==> src/wwd_pkg.sv <==
// Package with register map, field layout and timing constants of the watchdog
package wwd_pkg;
  localparam int unsigned WWD_ADDR_W = 4;
  localparam int unsigned WWD_CNT_W = 14;
  // Register indices; byte address is four times the index
  localparam int unsigned WWD_IDX_CTRL = 0;
  localparam int unsigned WWD_IDX_STAT = 1;
  localparam logic [WWD_ADDR_W-1:0] WWD_ADDR_CTRL = 4'(WWD_IDX_CTRL * 4);
  localparam logic [WWD_ADDR_W-1:0] WWD_ADDR_STAT = 4'(WWD_IDX_STAT * 4);
  // Field positions
  localparam int unsigned WWD_CTRL_PER_LSB = 0;
  localparam int unsigned WWD_CTRL_WIN_LSB = 4;
  localparam int unsigned WWD_STAT_LOCK_BIT = 7;
  localparam int unsigned WWD_STAT_BUSY_BIT = 0;
  // Values after reset
  localparam logic [7:0] WWD_CTRL_RESET = 8'h00;
  localparam logic WWD_LOCK_RESET = 1'b0;
  // Codes
  localparam logic [3:0] WWD_CODE_OFF = 4'h0;
  localparam logic [3:0] WWD_CODE_MAX = 4'hb;
  // Timing: shortest period in microseconds, oscillator rate in hertz
  localparam int unsigned WWD_BASE_TIMEOUT_US = 8000;
  localparam int unsigned WWD_OSC_FREQ_HZ = 1000;
  localparam logic [WWD_CNT_W-1:0] WWD_BASE_TICKS =
    14'(WWD_BASE_TIMEOUT_US * WWD_OSC_FREQ_HZ / 1000000);
  // Oscillator ticks until a crossing completes
  localparam logic [1:0] WWD_SYNC_TICKS = 2'd3;
  // AXI responses
  localparam logic [1:0] WWD_RESP_OKAY = 2'b00;
  localparam logic [1:0] WWD_RESP_SLVERR = 2'b10;
  typedef enum logic [1:0] {WWD_ST_OFF, WWD_ST_FIRST, WWD_ST_CLOSED, WWD_ST_OPEN} wwd_state_e;
endpackage

==> src/wwd_top.sv <==
// Windowed watchdog timer with AXI4-Lite register access
// Function
// - Active while time-out field is non-zero
// - Normal mode expiry without clear asserts reset
// - Accepted clear restarts full time-out period
// - Time-out is 8 times 2^(code-1) ticks; codes above 11 act as 11
// - Closed-window field zero selects Normal mode
// - Clear during closed period asserts reset
// - Open follows closed; clear restarts, expiry resets
// - First period after enable/debug is Normal
// - Clear crosses in 2-3 ticks; extras ignored
// - Closed-window field bits 7:4, same scale
// - Freeze bit blocks bus control writes; fuse load still loads
// - Freeze bit written one only; guarded zero write during debug halt clears
// - Fuse loads control; enabled fuse sets freeze
// - Fuse load with non-zero time-out field sets freeze bit
// - Field writes cross over; pending flag shows it
// - Guarded writes only inside unlock window
// - Guarded writes outside window change nothing
// - Debug halt clears and stops the counter
// - Counter runs on 1 kHz oscillator ticks
// - Pending flag clears after crossing completes
module wwd_top
  import wwd_pkg::*;
(
  input wire logic CLOCK,
  input wire logic SYS_RST,
  input wire logic S_AXI_AWVALID,
  output logic S_AXI_AWREADY,
  input wire logic [WWD_ADDR_W-1:0] S_AXI_AWADDR,
  input wire logic [2:0] S_AXI_AWPROT,
  input wire logic S_AXI_WVALID,
  output logic S_AXI_WREADY,
  input wire logic [31:0] S_AXI_WDATA,
  input wire logic [3:0] S_AXI_WSTRB,
  output logic S_AXI_BVALID,
  input wire logic S_AXI_BREADY,
  output logic [1:0] S_AXI_BRESP,
  input wire logic S_AXI_ARVALID,
  output logic S_AXI_ARREADY,
  input wire logic [WWD_ADDR_W-1:0] S_AXI_ARADDR,
  input wire logic [2:0] S_AXI_ARPROT,
  output logic S_AXI_RVALID,
  input wire logic S_AXI_RREADY,
  output logic [31:0] S_AXI_RDATA,
  output logic [1:0] S_AXI_RRESP,
  input wire logic WDT_OSC_CLK,
  input wire logic WATCHDOG_CLEAR_INSTRUCTION,
  input wire logic CHANGE_GUARD_OPEN,
  input wire logic DEBUG_HALT,
  input wire logic BOOT_FUSE_LOAD,
  input wire logic [7:0] BOOT_FUSE_SETTING,
  output logic WDT_RESET_REQ
);

  function automatic logic [WWD_CNT_W-1:0] ticks_of(input logic [3:0] code);
    logic [3:0] c;
    c = (code > WWD_CODE_MAX) ? WWD_CODE_MAX : code;
    if (code == WWD_CODE_OFF) begin
      return '0;
    end
    return WWD_BASE_TICKS << (c - 4'h1);
  endfunction

  // Register bus state
  logic aw_full_q, w_full_q;
  logic [WWD_ADDR_W-1:0] aw_addr_q;
  logic [7:0] w_data_q;
  logic w_strb_q;
  logic bvalid_q, rvalid_q;
  logic [1:0] bresp_q, rresp_q;
  logic [31:0] rdata_q;
  logic do_write;

  // Registers
  logic [7:0] ctrl_q;
  logic lock_q;
  logic busy_q;
  logic [1:0] cfg_ticks_q;

  // Oscillator edge detection
  logic osc_s1_q, osc_s2_q, osc_s3_q;
  logic tick;

  // Clear crossing
  logic clr_pend_q;
  logic [1:0] clr_ticks_q;
  logic clr_done;
  logic cfg_done;

  // Watchdog timing
  wwd_state_e state_q;
  logic [WWD_CNT_W-1:0] cnt_q;
  logic [3:0] act_per_q, act_win_q;
  logic [WWD_CNT_W-1:0] open_lim, closed_lim;
  logic expire_open, expire_closed, bad_clear;
  logic rst_req_q;

  assign S_AXI_AWREADY = !aw_full_q;
  assign S_AXI_WREADY = !w_full_q;
  assign S_AXI_BVALID = bvalid_q;
  assign S_AXI_BRESP = bresp_q;
  assign S_AXI_ARREADY = !rvalid_q;
  assign S_AXI_RVALID = rvalid_q;
  assign S_AXI_RDATA = rdata_q;
  assign S_AXI_RRESP = rresp_q;
  assign WDT_RESET_REQ = rst_req_q;

  assign do_write = aw_full_q && w_full_q && !bvalid_q;

  // Write address and data capture, either order
  always_ff @(posedge CLOCK or posedge SYS_RST) begin
    if (SYS_RST) begin
      aw_full_q <= 1'b0;
      aw_addr_q <= '0;
      w_full_q <= 1'b0;
      w_data_q <= 8'h00;
      w_strb_q <= 1'b0;
    end else begin
      if (S_AXI_AWVALID && !aw_full_q) begin
        aw_full_q <= 1'b1;
        aw_addr_q <= S_AXI_AWADDR;
      end else if (do_write) begin
        aw_full_q <= 1'b0;
      end
      if (S_AXI_WVALID && !w_full_q) begin
        w_full_q <= 1'b1;
        w_data_q <= S_AXI_WDATA[7:0];
        w_strb_q <= S_AXI_WSTRB[0];
      end else if (do_write) begin
        w_full_q <= 1'b0;
      end
    end
  end

  // Write response
  always_ff @(posedge CLOCK or posedge SYS_RST) begin
    if (SYS_RST) begin
      bvalid_q <= 1'b0;
      bresp_q <= WWD_RESP_OKAY;
    end else if (do_write) begin
      bvalid_q <= 1'b1;
      bresp_q <= (aw_addr_q == WWD_ADDR_CTRL || aw_addr_q == WWD_ADDR_STAT) ?
                 WWD_RESP_OKAY : WWD_RESP_SLVERR;
    end else if (S_AXI_BREADY) begin
      bvalid_q <= 1'b0;
    end
  end

  // Read channel
  always_ff @(posedge CLOCK or posedge SYS_RST) begin
    if (SYS_RST) begin
      rvalid_q <= 1'b0;
      rdata_q <= '0;
      rresp_q <= WWD_RESP_OKAY;
    end else if (S_AXI_ARVALID && !rvalid_q) begin
      rvalid_q <= 1'b1;
      rresp_q <= WWD_RESP_OKAY;
      if (S_AXI_ARADDR == WWD_ADDR_CTRL) begin
        rdata_q <= {24'h000000, ctrl_q};
      end else if (S_AXI_ARADDR == WWD_ADDR_STAT) begin
        rdata_q <= {24'h000000, lock_q, 6'h00, busy_q};
      end else begin
        rdata_q <= '0;
        rresp_q <= WWD_RESP_SLVERR;
      end
    end else if (S_AXI_RREADY) begin
      rvalid_q <= 1'b0;
    end
  end

  // Control register
  always_ff @(posedge CLOCK or posedge SYS_RST) begin
    if (SYS_RST) begin
      ctrl_q <= WWD_CTRL_RESET;
    end else if (BOOT_FUSE_LOAD) begin
      ctrl_q <= BOOT_FUSE_SETTING;
    end else if (do_write && aw_addr_q == WWD_ADDR_CTRL && w_strb_q &&
                 CHANGE_GUARD_OPEN && !lock_q) begin
      ctrl_q <= w_data_q;
    end
  end

  // Freeze bit
  always_ff @(posedge CLOCK or posedge SYS_RST) begin
    if (SYS_RST) begin
      lock_q <= WWD_LOCK_RESET;
    end else if (BOOT_FUSE_LOAD) begin
      if (BOOT_FUSE_SETTING[WWD_CTRL_PER_LSB +: 4] != WWD_CODE_OFF) begin
        lock_q <= 1'b1;
      end
    end else if (do_write && aw_addr_q == WWD_ADDR_STAT && w_strb_q && CHANGE_GUARD_OPEN) begin
      if (w_data_q[WWD_STAT_LOCK_BIT]) begin
        lock_q <= 1'b1;
      end else if (DEBUG_HALT) begin
        lock_q <= 1'b0;
      end
    end
  end

  // Oscillator input synchroniser and edge detector
  always_ff @(posedge CLOCK or posedge SYS_RST) begin
    if (SYS_RST) begin
      osc_s1_q <= 1'b0;
      osc_s2_q <= 1'b0;
      osc_s3_q <= 1'b0;
    end else begin
      osc_s1_q <= WDT_OSC_CLK;
      osc_s2_q <= osc_s1_q;
      osc_s3_q <= osc_s2_q;
    end
  end

  assign tick = osc_s2_q && !osc_s3_q;

  // Configuration crossing
  assign cfg_done = busy_q && tick && cfg_ticks_q == WWD_SYNC_TICKS - 2'd1;

  always_ff @(posedge CLOCK or posedge SYS_RST) begin
    if (SYS_RST) begin
      busy_q <= 1'b0;
      cfg_ticks_q <= 2'd0;
    end else if ((do_write && aw_addr_q == WWD_ADDR_CTRL && w_strb_q && CHANGE_GUARD_OPEN &&
                  !lock_q) || BOOT_FUSE_LOAD) begin
      busy_q <= 1'b1;
      cfg_ticks_q <= 2'd0;
    end else if (cfg_done) begin
      busy_q <= 1'b0;
      cfg_ticks_q <= 2'd0;
    end else if (busy_q && tick) begin
      cfg_ticks_q <= cfg_ticks_q + 2'd1;
    end
  end

  // Clear instruction crossing
  assign clr_done = clr_pend_q && tick && clr_ticks_q == WWD_SYNC_TICKS - 2'd1;

  always_ff @(posedge CLOCK or posedge SYS_RST) begin
    if (SYS_RST) begin
      clr_pend_q <= 1'b0;
      clr_ticks_q <= 2'd0;
    end else if (DEBUG_HALT) begin
      clr_pend_q <= 1'b0;
      clr_ticks_q <= 2'd0;
    end else if (clr_done) begin
      clr_pend_q <= 1'b0;
      clr_ticks_q <= 2'd0;
    end else if (clr_pend_q) begin
      if (tick) begin
        clr_ticks_q <= clr_ticks_q + 2'd1;
      end
    end else if (WATCHDOG_CLEAR_INSTRUCTION) begin
      clr_pend_q <= 1'b1;
      clr_ticks_q <= 2'd0;
    end
  end

  // Period limits and events
  assign open_lim = ticks_of(act_per_q);
  assign closed_lim = ticks_of(act_win_q);
  assign expire_open = tick && !DEBUG_HALT && !clr_done &&
                       (state_q == WWD_ST_FIRST || state_q == WWD_ST_OPEN) &&
                       cnt_q >= open_lim - 14'd1;
  assign expire_closed = tick && !DEBUG_HALT && !clr_done && state_q == WWD_ST_CLOSED &&
                         cnt_q >= closed_lim - 14'd1;
  assign bad_clear = clr_done && !DEBUG_HALT && state_q == WWD_ST_CLOSED;

  // Active configuration after a crossing
  always_ff @(posedge CLOCK or posedge SYS_RST) begin
    if (SYS_RST) begin
      act_per_q <= WWD_CODE_OFF;
      act_win_q <= WWD_CODE_OFF;
    end else if (cfg_done) begin
      act_per_q <= ctrl_q[WWD_CTRL_PER_LSB +: 4];
      act_win_q <= ctrl_q[WWD_CTRL_WIN_LSB +: 4];
    end
  end

  // Watchdog sequencing; a crossing that keeps the mode lets clears through
  always_ff @(posedge CLOCK or posedge SYS_RST) begin
    if (SYS_RST) begin
      state_q <= WWD_ST_OFF;
      cnt_q <= '0;
    end else if (cfg_done && ctrl_q[WWD_CTRL_PER_LSB +: 4] == WWD_CODE_OFF) begin
      state_q <= WWD_ST_OFF;
      cnt_q <= '0;
    end else if (cfg_done && (act_per_q == WWD_CODE_OFF ||
                              (act_win_q == WWD_CODE_OFF &&
                               ctrl_q[WWD_CTRL_WIN_LSB +: 4] != WWD_CODE_OFF))) begin
      state_q <= WWD_ST_FIRST;
      cnt_q <= '0;
    end else if (DEBUG_HALT) begin
      cnt_q <= '0;
      if (state_q != WWD_ST_OFF) begin
        state_q <= WWD_ST_FIRST;
      end
    end else begin
      unique case (state_q)
        WWD_ST_OFF: begin
          cnt_q <= '0;
        end
        WWD_ST_FIRST, WWD_ST_OPEN: begin
          if (clr_done) begin
            cnt_q <= '0;
            state_q <= (act_win_q != WWD_CODE_OFF) ? WWD_ST_CLOSED : WWD_ST_FIRST;
          end else if (expire_open) begin
            cnt_q <= '0;
            state_q <= WWD_ST_FIRST;
          end else if (tick) begin
            cnt_q <= cnt_q + 14'd1;
          end
        end
        WWD_ST_CLOSED: begin
          if (bad_clear) begin
            cnt_q <= '0;
            state_q <= WWD_ST_FIRST;
          end else if (cfg_done && ctrl_q[WWD_CTRL_WIN_LSB +: 4] == WWD_CODE_OFF) begin
            state_q <= WWD_ST_FIRST;
          end else if (expire_closed) begin
            cnt_q <= '0;
            state_q <= WWD_ST_OPEN;
          end else if (tick) begin
            cnt_q <= cnt_q + 14'd1;
          end
        end
      endcase
    end
  end

  // Reset request pulse
  always_ff @(posedge CLOCK or posedge SYS_RST) begin
    if (SYS_RST) begin
      rst_req_q <= 1'b0;
    end else begin
      rst_req_q <= expire_open || bad_clear;
    end
  end

endmodule
==> config.mk <==
export PLATFORM = sky130hd
export DESIGN_NAME = wwd_top
export DESIGN_NICKNAME = d
export VERILOG_FILES = /design/src/wwd_pkg.sv /design/src/wwd_top.sv
export SDC_FILE = /design/constraint.sdc
export NUM_CORES = 1
export LEC_CHECK = 0
export BUFFER_PORTS_ARGS = -buffer_cell sky130_fd_sc_hd__buf_4
export CAP_MARGIN = 20
export CELL_PAD_IN_SITES_DETAIL_PLACEMENT = 1
export CELL_PAD_IN_SITES_GLOBAL_PLACEMENT = 1
export CORE_ASPECT_RATIO = 1.1
export CORE_UTILIZATION = 36
export DETAILED_ROUTE_END_ITERATION = 10
export PLACE_DENSITY_LB_ADDON = 0.1
export SYNTH_ARGS = -nofsm -noshare
export SYNTH_HDL_FRONTEND = slang
export SYNTH_SLANG_ARGS = --single-unit
==> constraint.sdc <==
create_clock -name CLOCK -period 3.7 [get_ports CLOCK]
set_input_delay 0.37 -clock CLOCK [delete_from_list [all_inputs] [get_ports CLOCK]]
set_output_delay 0.37 -clock CLOCK [all_outputs]
set_load 0.005 [all_outputs]
**Word-level counts from Yosys, hierarchy flattened**

Index checks and enable logic that the tools add are counted.

- Register bits after elaboration: 96
- Bits of input ports: 70
- Output and inout bits: 42
- Word-level logic and storage cells: 180

- Equal/unequal tests: 13
- Reduce and logical (&&, ||, !) cells: 68
- $lt $le $gt $ge: 4
- Add/sub/neg operators: 7
- Shift operators: 2
- Muxes and demuxes: 62

Operator list:

| cell | number |
|---|---|
| $mux 14 | 13 |
| $mux 2 | 21 |
| $pmux 14 s3 | 1 |
| $mux 8 | 4 |
| $logic_and 1x1->1 | 29 |
| $ge 14x14->1 | 2 |
| $shl 4x4->14 const A | 2 |
| $sub 14x1->14 const B | 2 |
| $logic_not 4->1 | 6 |
| $mux 1 | 20 |
| $reduce_bool 2->1 | 8 |
| $reduce_bool 4->1 | 4 |
| $add 14x1->14 const B | 1 |
| $ne 6x6->1 const B | 2 |
| $eq 2x2->1 const B | 4 |
| $eq 4x3->1 const B | 2 |
| $gt 4x4->1 const B | 2 |
| $logic_not 1->1 | 8 |
| $mux 4 | 2 |
| $sub 4x1->4 const B | 2 |
| $ne 7x4->1 const B | 1 |
| $reduce_bool 3->1 | 2 |
| $logic_or 1x1->1 | 5 |
| $reduce_bool 5->1 | 1 |
| 11 further kinds | 12 |

**Logic depth before layout (Yosys ltp)**

Gate-level depths: netlist of run 1.

- Depth after elaboration: 15
- Depth in mapped cells: 16
- Depth with buffers taken out: 13

**Least setup slack after synthesis of run 1**

OpenSTA, ideal clock, no wires.

- Path kind: flip-flop to flip-flop
- From: register act_win_q[0]
- To: register cnt_q[4]
- Required time: 3.579 ns
- Setup slack: 0.078 ns
- Stages on the path, launching flop included: 15
- Period minus slack after synthesis: 3.622 ns
- Arrival: 3.501 ns
- Cells stage by stage: dfrtp_1 -> clkbuf_1 -> or4b_2 -> ha_1 -> buf_1 -> nor4b_1 -> a31oi_1 -> ha_1 -> nand4_1 -> or3_1 -> o2111a_1 -> a21oi_2 -> buf_6 -> o21ai_0 -> a22o_1

- Cells in the longest elaborated chain, start to end: 15
- Elaborated cells between the ends (all ways): 21
- Those cells by class: add/sub (2); order compare (2); eq/ne (1); shift (1); mux (10); reduce/logical (5)

Ends and longest elaborated chain:

| item | RTL line | source |
|---|---|---|
| start, declared | wwd_top.sv:94 | `logic [3:0] act_per_q, act_win_q;` |
| start signal, assigned | wwd_top.sv:275 | `act_win_q <= ctrl_q[WWD_CTRL_WIN_LSB +: 4];` |
| $gt 4x4->1 | wwd_top.sv:58 | `c = (code > WWD_CODE_MAX) ? WWD_CODE_MAX : code;` |
| $mux 4 | wwd_top.sv:58 |  |
| $sub 4x1->4 | wwd_top.sv:62 | `return WWD_BASE_TICKS << (c - 4'h1);` |
| $shl 4x4->14 | wwd_top.sv:62 |  |
| $mux 14 | wwd_top.sv:62 |  |
| $sub 14x1->14 | wwd_top.sv:265 | `cnt_q >= closed_lim - 14'd1;` |
| $ge 14x14->1 | wwd_top.sv:265 |  |
| $logic_and 1x1->1 | wwd_top.sv:264 | `assign expire_closed = tick && !DEBUG_HALT && !clr_done && state_q == WWD_ST_CLOSED &&` |
| $mux 14 | wwd_top.sv:319 | `end else if (expire_closed) begin` |
| $mux 14 | wwd_top.sv:317 | `end else if (cfg_done && ctrl_q[WWD_CTRL_WIN_LSB +: 4] == WWD_CODE_OFF) begin` |
| $mux 14 | wwd_top.sv:314 | `if (bad_clear) begin` |
| $pmux 14 s3 | wwd_top.sv:298 | `unique case (state_q)` |
| $mux 14 | wwd_top.sv:292 | `end else if (DEBUG_HALT) begin` |
| $mux 14 | wwd_top.sv:287 | `end else if (cfg_done && (act_per_q == WWD_CODE_OFF \|\|` |
| $mux 14 | wwd_top.sv:284 | `end else if (cfg_done && ctrl_q[WWD_CTRL_PER_LSB +: 4] == WWD_CODE_OFF) begin` |
| end signal, assigned | wwd_top.sv:310 | `cnt_q <= cnt_q + 14'd1;` |
| end signal, assigned | wwd_top.sv:323 | `cnt_q <= cnt_q + 14'd1;` |
| end, declared | wwd_top.sv:93 | `logic [WWD_CNT_W-1:0] cnt_q;` |

Several ways; a longest one is shown, not always the timed one. The select of a mux whose other input is x is not followed.
A chain may end at the register's enable or synchronous reset.

**Worst setup path in the final report of run 1**

- From: register act_per_q[2]
- To: register cnt_q[9]

- Cells in the longest elaborated chain, start to end: 14
- Elaborated cells between the ends (all ways): 19
- Those cells by class: add/sub (2); order compare (2); eq/ne (1); shift (1); mux (9); reduce/logical (4)

Ends and longest elaborated chain:

| item | RTL line | source |
|---|---|---|
| start, declared | wwd_top.sv:94 |  |
| start signal, assigned | wwd_top.sv:274 | `act_per_q <= ctrl_q[WWD_CTRL_PER_LSB +: 4];` |
| $gt 4x4->1 | wwd_top.sv:58 |  |
| $mux 4 | wwd_top.sv:58 |  |
| $sub 4x1->4 | wwd_top.sv:62 |  |
| $shl 4x4->14 | wwd_top.sv:62 |  |
| $mux 14 | wwd_top.sv:62 |  |
| $sub 14x1->14 | wwd_top.sv:263 | `cnt_q >= open_lim - 14'd1;` |
| $ge 14x14->1 | wwd_top.sv:263 |  |
| $logic_and 1x1->1 | wwd_top.sv:262 | `(state_q == WWD_ST_FIRST \|\| state_q == WWD_ST_OPEN) &&` |
| $mux 14 | wwd_top.sv:306 | `end else if (expire_open) begin` |
| $mux 14 | wwd_top.sv:303 | `if (clr_done) begin` |
| $pmux 14 s3 | wwd_top.sv:298 |  |
| $mux 14 | wwd_top.sv:292 |  |
| $mux 14 | wwd_top.sv:287 |  |
| $mux 14 | wwd_top.sv:284 |  |

Several ways; a longest one is shown, not always the timed one.

==> results.yml, run 1 <==
outcome:
  status: "complete, no violations"
layout:
  final_common_cell: "buf_4"
  layout_common_cells: "75 x buf_4, 70 x dfrtp_1, 59 x nand2_1"
  nFillCells: 1393
  finalNetCount: 645
  layout-drive-gt1-share: 0.226
  seq_area_um2: 1750
  syn_to_final_growth_pct: 22.1
  diodes: 0
  final_area_um2: 5360
  finalNonFillerCells: 702
  multi_input_area_um2: 2440
power_and_ir_drop:
  p_clk_frac: 0.342
  leakage_uw: 0.00254
  p_comb_frac: 0.316
  p_sw_uw: 918
  powerDensity_nw_per_um2: 549
  internal-power_uw: 2030
  ir_drop_mv: 0.295
  seq_power_share: 0.341
  switching_share: 0.312
synth:
  synthMuxAreaShare: 0.0630
  synthFlopType: "dfrtp_1"
  synthAdderAreaFrac: 0.0770
  synth_cell_types: 52
  synth_area_leader_cell: "dfrtp_1"
  synth_top_area_frac: 0.399
  synthCells: 483
  yosysWarnings: 0
  async_flop_share: 1.00
  ys_seq_area_frac: 0.399
  synth_xor_xnor_area_share: 0.00998
  synth_area_leaders: "dfrtp_1 40%, ha_1 7.7%, nand2_1 5.0%, buf_4 4.6%, a21oi_1 4.0%"
  syn_area_per_cell_um2: 9.08
  synth.cell_area_um2: 4390
  synth_edf_count: 0
  synth_top_family_by_area: "simple AND/OR/NAND/NOR gates"
  synth-compound-area-share: 0.152
  synth_seq_cells: 70
  synthSimpleGateAreaFrac: 0.218
timing:
  tightest_slew_ns: 0.845
  timing.fmax_mhz: 287
  finalHoldViolCount: 0
  grt_setup_unrepaired: "false"
  finalCritPeriodShare: 0.941
  setup_tns_ns: 0
  setup-violations-final: 0
  clock_skew_ns: 0.00586
  slew_viol_final: 0
  min_period_ns: 3.48
  relSlewSlack: 0.436
setup_path:
  rrSetupSlack_ns: 0.22
  cp-end-kind: "flop"
  cp.required_ns: 3.95
  r2r_cells: 14
  path_max_fanout: 15
  worstSetupStartpointType: "flop"
  worstPathArrival_ns: 3.73
  crit_type: "flop to flop"
clock_network:
  cts_buffer_depth: 2
  post_cts_hold_buffer_count: 0
  cts.htree.levels: 3
  clk_pin_slew_worst_paths_ns: 0.06
  cts_buffers: 9
  cts_sinks: 70
  root_buffer: "clkbuf_16"
  clk_latency_ns: 0.33
  cts_tree: "yes"
grt:
  gr-total-overflow: 0
  grt_pass1_wl_mm: 19.4
  antenna_found_initial: 0
  grt_max_degree: 41
  grt_pass1_vias: 3865
  grtUsageTotal: 0.196
routing:
  drcViolationCount: 0
  routed_wl_mm: 11.5
  via_per_inst: 5.29
  wl_per_cell_um: 16.3
  vias: 3716
  firstDrtPassIters: 4
  ant_nets: 0
  drtIter0Drc: 142
min_path:
  hold_depth: 1
  hp-class: "input pin to flop"
floorplan:
  coreArea_um2: 11700
  initial_core_util: 0.375
  placementRows: 41
  pin_count: 112
  die_w_um: 107
  die_h_um: 118
  dieArea_um2: 12600
placement:
  dpl_cell_area_um2: 4940
  place_inst: 686
  gp_congestion: 0.807
  hpwl_mm: 8.67
  portBuffers: 52
job:
  maxCapViolCount: 0
[Yosys cell counts (all sizes together), types with 13 or more instances]
cell type / instances
mux2i: 13
o21ai: 29
a21oi: 36
dfrtp: 70
nor2: 28
nand2: 59
mux2: 13
buf: 31
clkbuf: 16
nor3: 24
inv: 17
ha: 27
[final cells by class]
| class | count | area share |
|---|---|---|
| Clock inverter | 5 | 0.0198 |
| Inverter | 17 | 0.0119 |
| Timing Repair Buffer | 76 | 0.107 |
| Clock buffer | 10 | 0.0446 |
| Tap cell | 150 | 0.0350 |
| Multi-Input combinational cell | 374 | 0.455 |
| Sequential cell | 70 | 0.327 |
[final timing paths]
check,startpoint,endpoint
max,act_per_q[2],cnt_q[9]
min,WDT_OSC_CLK,osc_s1_q
max reg2reg,act_per_q[2],cnt_q[9]
min reg2reg,osc_s1_q,osc_s2_q
max in group asynchronous,SYS_RST,WDT_RESET_REQ
min in group asynchronous,SYS_RST,aw_full_q
[power by group through the flow]
stage	combinational, uW	sequential [uW]	clock [uW]
finish	932	1000	1010
global route	1040	1020	1060
CTS	930	1000	1030
detailed placement	913	1020	0
global placement	872	1010	0
floorplan	633	992	0
[metal layers]
metal,vias up,part of all wire,track usage
met5,-,0,0
met4,0,0.020,0.0805
met3,15,0.021,0.0227
met2,62,0.50,0.331
met1,1840,0.45,0.253
li1,1799,-,-
[kinds of logic after synthesis]
family / after synthesis
AND/OR/NAND/NOR: 184
AO/OA/AOI/OAI: 106
flip-flops: 70
buffers and inverters: 64
adder cells (fa/ha/maj): 27
multiplexers: 26
XOR/XNOR: 5
other: 1
[critical path, stage by stage, from the launching register on]
cell and delay, ns:
dfrtp_1 0.39, buf_4 0.19, or3_4 0.40, ha_4 0.20
o31a_1 0.31, ha_1 0.31, a21oi_1 0.16, o21a_1 0.17
o311ai_1 0.12, buf_4 0.18, a211oi_4 0.29, a21oi_4 0.09
buf_4 0.17, or3_1 0.33, o21ai_0 0.08
[through the flow]
step,worst slack (ns),hold slack (ns),utilization,power [uW]
3_3_place_gp,0.0784,0.332,0.423,1880
5_1_grt,0.0352,0.135,0.458,3120
2_1_floorplan,0.0784,0.331,-,1630
3_5_place_dp,-0.0355,0.343,0.423,1930
6_report,0.218,0.141,0.458,2940
4_1_cts,0.00926,0.129,0.454,2970
[flip-flops by register name, indices dropped and copies added, names as in the netlist, 2 cells and up]
register	count
act_win_q	4
w_data_q	8
clr_ticks_q	2
cnt_q	14
ctrl_q	8
cfg_ticks_q	2
S_AXI_RDATA	8
aw_addr_q	4
state_q	2
act_per_q	4
[what timing repair did]
action / in CTS / in global routing
resized for setup: 3 / 10
setup endpoints to repair: 7 / 14
pin swaps: 0 / 3
buffers inserted: 0 / 1
No activity file was read; power rests on OpenSTA's default activity.
==> run 2: changes to the inputs <==
Settings changed: PLACE_DENSITY_LB_ADDON 0.1 to 0.15, SLEW_MARGIN set to 5.
==> run 2 against run 1 <==
Worst setup slack got worse by 0.045 ns; register-to-register slack got worse by 0.04 ns; highest routed layer unchanged; total power fell by 4.3%; critical path depth rose by 3; die area did not move; sequential share of layout area rose by 0.19 points; design area fell by 0.58%; count of clock-buffer cells in the layout fell by 1; final cell count did not move; global-route usage fell by 0.31 points; routed wire length rose by 0.83%.
==> results.yml, run 2 (same netlist as run 1, synthesis figures left out) <==
grt:
  grtUsageTotal: 0.193
  grt_max_degree: 39
  grt_pass1_vias: 3783
  gr-total-overflow: 0
  grt_pass1_wl_mm: 18.8
  antenna_found_initial: 0
floorplan:
  die_h_um: 118
  placementRows: 41
  coreArea_um2: 11700
  pin_count: 112
  initial_core_util: 0.375
  die_w_um: 107
  dieArea_um2: 12600
routing:
  routed_wl_mm: 11.6
  vias: 3707
  drtIter0Drc: 116
  firstDrtPassIters: 4
  wl_per_cell_um: 16.5
  via_per_inst: 5.28
  drcViolationCount: 0
  ant_nets: 0
outcome:
  status: "complete, no violations"
min_path:
  hold_depth: 1
  min_from: "WDT_OSC_CLK"
  whs_endpoint: "osc_s1_q"
  hp-class: "input pin to flop"
setup_path:
  cp.required_ns: 3.96
  max_stage_delay_ns: 0.36
  worstPathArrival_ns: 3.78
  critPathLaunch: "act_win_q[0]"
  crit_family: "simple AND/OR/NAND/NOR gates"
  r2r-end: "cnt_q[9]"
  crit_type: "flop to flop"
  rrSetupSlack_ns: 0.17
  worstSetupStartpointType: "flop"
  r2r_cells: 17
  cp-end-kind: "flop"
  path_cells: "buf_4 > nand2b_4 > or3_4 > ha_4 > nor4b_4 > a31oi_1 > ha_1 > a21o_1 > a21oi_1 > nor2b_1 > o31ai_1 > buf_4 > a21oi_2 > buf_4 > buf_4 > or3_1 > o21ai_0"
  path_buf_inv: 4
  cpMaxStageDelayCell: "dfrtp_1"
  crit_top_cell: "buf_4"
  reg2reg_from: "act_win_q[0]"
  path_max_fanout: 9
layout:
  top_register: "cnt_q"
  largest_reg_flops: 14
  finalNetCount: 645
  diodes: 0
  finalNonFillerCells: 702
  final_area_um2: 5330
  layout_common_cells: "74 x buf_4, 70 x dfrtp_1, 59 x nand2_1"
  final_common_cell: "buf_4"
  layout-drive-gt1-share: 0.228
  syn_to_final_growth_pct: 21.4
placement:
  dpl_cell_area_um2: 4910
  hpwl_mm: 8.58
  place_inst: 681
  portBuffers: 52
  gp_congestion: 0.795
clock_network:
  root_buffer: "clkbuf_16"
  cts_buffers: 9
  clk_pin_slew_worst_paths_ns: 0.06
  clk_latency_ns: 0.34
  cts_buffer_depth: 2
  cts_tree: "yes"
  cts.htree.levels: 3
  cts_sinks: 70
  post_cts_hold_buffer_count: 0
power_and_ir_drop:
  leakage_uw: 0.00253
  powerDensity_nw_per_um2: 529
  ir_drop_mv: 0.287
timing:
  whs_ns: 0.139
  finalCritPeriodShare: 0.953
  timing.fmax_mhz: 284
  tightest_slew_ns: 0.859
  clock_skew_ns: 0.00692
  finalHoldViolCount: 0
  setup-violations-final: 0
  slew_viol_final: 0
  min_period_ns: 3.53
  setup_tns_ns: 0
  relSlewSlack: 0.426
job:
  maxCapViolCount: 0
-- run 2: cell types whose count changed in the layout (fill, tap and decap cells not counted), moves of 2 or more --
cell / change
bufinv_16: -2
nand2b_4: +2
nand2b_1: -2
clkinv_2: +2
-- run 2: per-layer routing --
| layer | up-vias | wire (um) | track usage |
|---|---|---|---|
| met2 | 52 | 6050 | 0.337 |
| met4 | 0 | 161 | 0.0642 |
| met5 | - | 0 | 0 |
| met3 | 10 | 276 | 0.0327 |
| met1 | 1854 | 5070 | 0.239 |
| li1 | 1791 | - | - |
-- run 2: how the worst max path moves through the flow --
stage / to / slack [ns] / cells after the start
final: cnt_q[9] / 0.17 / 17
after floorplan: cnt_q[4] / 0.08 / 14
after CTS: cnt_q[9] / 0.004 / 15
after detailed placement: cnt_q[9] / -0.08 / 14
after global routing: cnt_q[10] / -0.02 / 17
after global placement: cnt_q[1] / -0.02 / 10
-- run 2: where the power goes --
part	leakage [uW]	switching (uW)	internal, uW
clock	0.000137	339	516
combinational	0.00150	491	461
sequential	0.000887	105	903
total	0.00253	936	1880
-- run 2: stage by stage --
| step | utilization | worst slack (ns) | power, uW |
|---|---|---|---|
| 3_3_place_gp | 0.420 | -0.0210 | 1860 |
| 6_report | 0.455 | 0.174 | 2820 |
| 4_1_cts | 0.446 | 0.00437 | 2790 |
| 2_1_floorplan | - | 0.0784 | 1630 |
| 5_1_grt | 0.455 | -0.0182 | 2990 |
| 3_5_place_dp | 0.420 | -0.0782 | 1920 |
-- run 2: layout make-up --
cell class / instances / area [um2]
inverter: 17 / 63.8
clock buffer: 9 / 225
sequential: 70 / 1750
clock inverter: 6 / 63.8
fill: 1350 / 6370
tap: 150 / 188
multi-input combinational: 374 / 2460
timing repair buffer: 76 / 578
-- run 2: repair_timing --
action / CTS / global route
endpoints found under the setup margin: 12 / 12
pin swaps: 1 / 6
buffers inserted: 1 / 5
gates resized for setup: 3 / 13
==> run 3: changes to the inputs <==
Settings changed: ABC_AREA set to 1, CAP_MARGIN 20 to unset, CORE_ASPECT_RATIO 1.1 to unset, CORE_UTILIZATION 36 to 35.
==> run 3 against run 2 <==
Area after synthesis grew 6.2%; count of clock-buffer cells in the layout grew 2; routed wire length grew 3.9%; critical path depth grew 5; combinational power grew 9%; total power grew 9.3%; non-clock buffer count shrank 23.
==> results.yml, run 3 <==
synth:
  synth_area_leader_cell: "dfrtp_1"
  synth.cell_area_um2: 4660
  synth_cell_types: 41
  synthCells: 623
  synth_seq_cells: 70
  synth_edf_count: 0
  synthTopCellsByCount: "152 x nand2_1, 95 x inv_1, 70 x dfrtp_1"
  synth.most_common_cell: "nand2_1"
  ys_seq_area_frac: 0.376
  yosysWarnings: 0
  syn_area_per_cell_um2: 7.48
  async_flop_share: 1.00
  synthFlopType: "dfrtp_1"
  synth_area_leaders: "dfrtp_1 38%, nand2_1 12%, inv_1 7.7%, ha_1 7.3%, nor2_1 4.8%"
  synth_top_area_frac: 0.376
placement:
  gp_congestion: 0.789
  dpl_cell_area_um2: 5120
  hpwl_mm: 9.34
  portBuffers: 52
  post-place-ws_ns: 0.251
setup_path:
  crit_family: "simple AND/OR/NAND/NOR gates"
  crit_top_cell: "nand2_1"
  path_max_fanout: 10
  crit_type: "flop to flop"
  path_buf_inv: 4
  cpMaxStageDelayCell: "dfrtp_1"
  reg2reg_from: "act_win_q[2]"
  critPathLaunch: "act_win_q[2]"
  max_stage_delay_ns: 0.46
  worstPathArrival_ns: 3.57
  cp.required_ns: 3.95
  cp-end-kind: "flop"
  worstSetupStartpointType: "flop"
  path_cells: "inv_1 > nand2_1 > nor2_1 > inv_1 > ha_1 > inv_1 > nor2_1 > inv_1 > nor2_1 > o21ai_0 > xor2_1 > ha_1 > nand2_1 > nor2_1 > and2_1 > nand2_1 > nand3_1 > nand2_1 > nand2_1 > nand2_1 > nand2_8 > a21oi_1"
clock_network:
  postCtsResizedCells: 0
  cts_sinks: 70
  post_cts_hold_buffer_count: 0
  cts_buffer_depth: 2
  cts_tree: "yes"
  cts_buffers: 9
  clk_pin_slew_worst_paths_ns: 0.06
  post_cts_buffers: 0
  root_buffer: "clkbuf_16"
  clk_latency_ns: 0.34
  cts.htree.levels: 3
timing:
  whs_ns: 0.137
  tightest_slew_ns: 0.907
  fin_ws_ns: 0.383
  slew_viol_final: 0
  finalCritPeriodShare: 0.896
  finalHoldViolCount: 0
  clock_skew_ns: 0.00437
  min_period_ns: 3.32
  setup_tns_ns: 0
  grt_setup_unrepaired: "false"
  setup-violations-final: 0
  timing.fmax_mhz: 301
  relSlewSlack: 0.394
grt:
  grt_max_degree: 42
  grt_pass1_wl_mm: 20.1
  gr-total-overflow: 0
  antenna_found_initial: 0
  grtUsageTotal: 0.182
  grt_pass1_vias: 4221
layout:
  nFillCells: 1601
  largest_reg_flops: 14
  multi_input_area_um2: 2360
  layout_common_cells: "152 x nand2_1, 94 x inv_1, 70 x dfrtp_1"
  final_common_cell: "nand2_1"
  final_area_um2: 5460
  top_register: "cnt_q"
  syn_to_final_growth_pct: 17.3
  layout-drive-gt1-share: 0.163
  diodes: 0
  finalNetCount: 774
  seq_area_um2: 1750
power_and_ir_drop:
  leakage_uw: 0.00285
  powerDensity_nw_per_um2: 563
  power.total_uw: 3080
  ir_drop_mv: 0.339
outcome:
  status: "complete, no violations"
floorplan:
  dieArea_um2: 13800
  die_h_um: 117
  placementRows: 41
  initial_core_util: 0.365
  die_w_um: 117
  coreArea_um2: 12800
  pin_count: 112
routing:
  routed_wl_mm: 12.0
  firstDrtPassIters: 4
  ant_nets: 0
  wl_per_cell_um: 14.1
  via_per_inst: 4.83
  vias: 4121
  drtIter0Drc: 126
  drcViolationCount: 0
min_path:
  min_from: "WDT_OSC_CLK"
  hp-class: "input pin to flop"
job:
  maxCapViolCount: 0
[run 3: routing by layer]
| layer | track usage | up-vias | part of all wire |
|---|---|---|---|
| met4 | 0.0609 | 0 | 0.013 |
| met5 | 0 | - | 0 |
| met1 | 0.221 | 1999 | 0.45 |
| met3 | 0.0306 | 11 | 0.030 |
| met2 | 0.324 | 58 | 0.50 |
| li1 | - | 2053 | - |
[run 3: final timing paths]
check / to / slack, ns / depth (start not counted)
max in group asynchronous: lock_q / 2.52 / 3
worst max register to register: cnt_q[10] / 0.38 / 22
worst min-delay path: osc_s1_q / 0.14 / 1
worst min register to register: osc_s2_q / 0.36 / 0
min in group asynchronous: osc_s1_q / 0.24 / 2
worst max-delay path: cnt_q[10] / 0.38 / 22
[run 3: logic make-up (layout without fill, tap and decap cells)]
group,after synthesis,in the layout,synth area share
AOI/OAI and AO/OA,90,90,0.113
xor gates and xnor gates,4,4,0.00752
adders and majority gates,27,27,0.0725
buffers and inverters,137,171,0.138
DFF,70,70,0.376
muxes,8,8,0.0193
other,1,26,0.000805
and+or+nand+nor,286,286,0.273
[run 3: cell type report]
| cell class | instances | area share |
|---|---|---|
| sequential | 70 | 0.321 |
| tap | 172 | 0.0394 |
| multi-input combinational | 441 | 0.433 |
| inverter | 102 | 0.0721 |
| clock inverter | 5 | 0.0195 |
| timing repair buffer | 53 | 0.0728 |
| clock buffer | 11 | 0.0426 |
[run 3: report_power, final]
group          switching (uW)  leakage [uW]  total, uW  internal [uW]
Sequential                114      0.000878       1040            925
Clock                     337      0.000160        998            661
Combinational             651       0.00181       1040            387
Total                    1100       0.00285       3080           1970
[run 3: metrics by stage]
| stage | cells | utilization |
|---|---|---|
| 6_report | 854 | 0.428 |
| 5_1_grt | 854 | 0.428 |
| 4_1_cts | 854 | 0.427 |
| 3_5_place_dp | 838 | 0.401 |
| 3_3_place_gp | 838 | 0.401 |
| 2_1_floorplan | 648 | - |
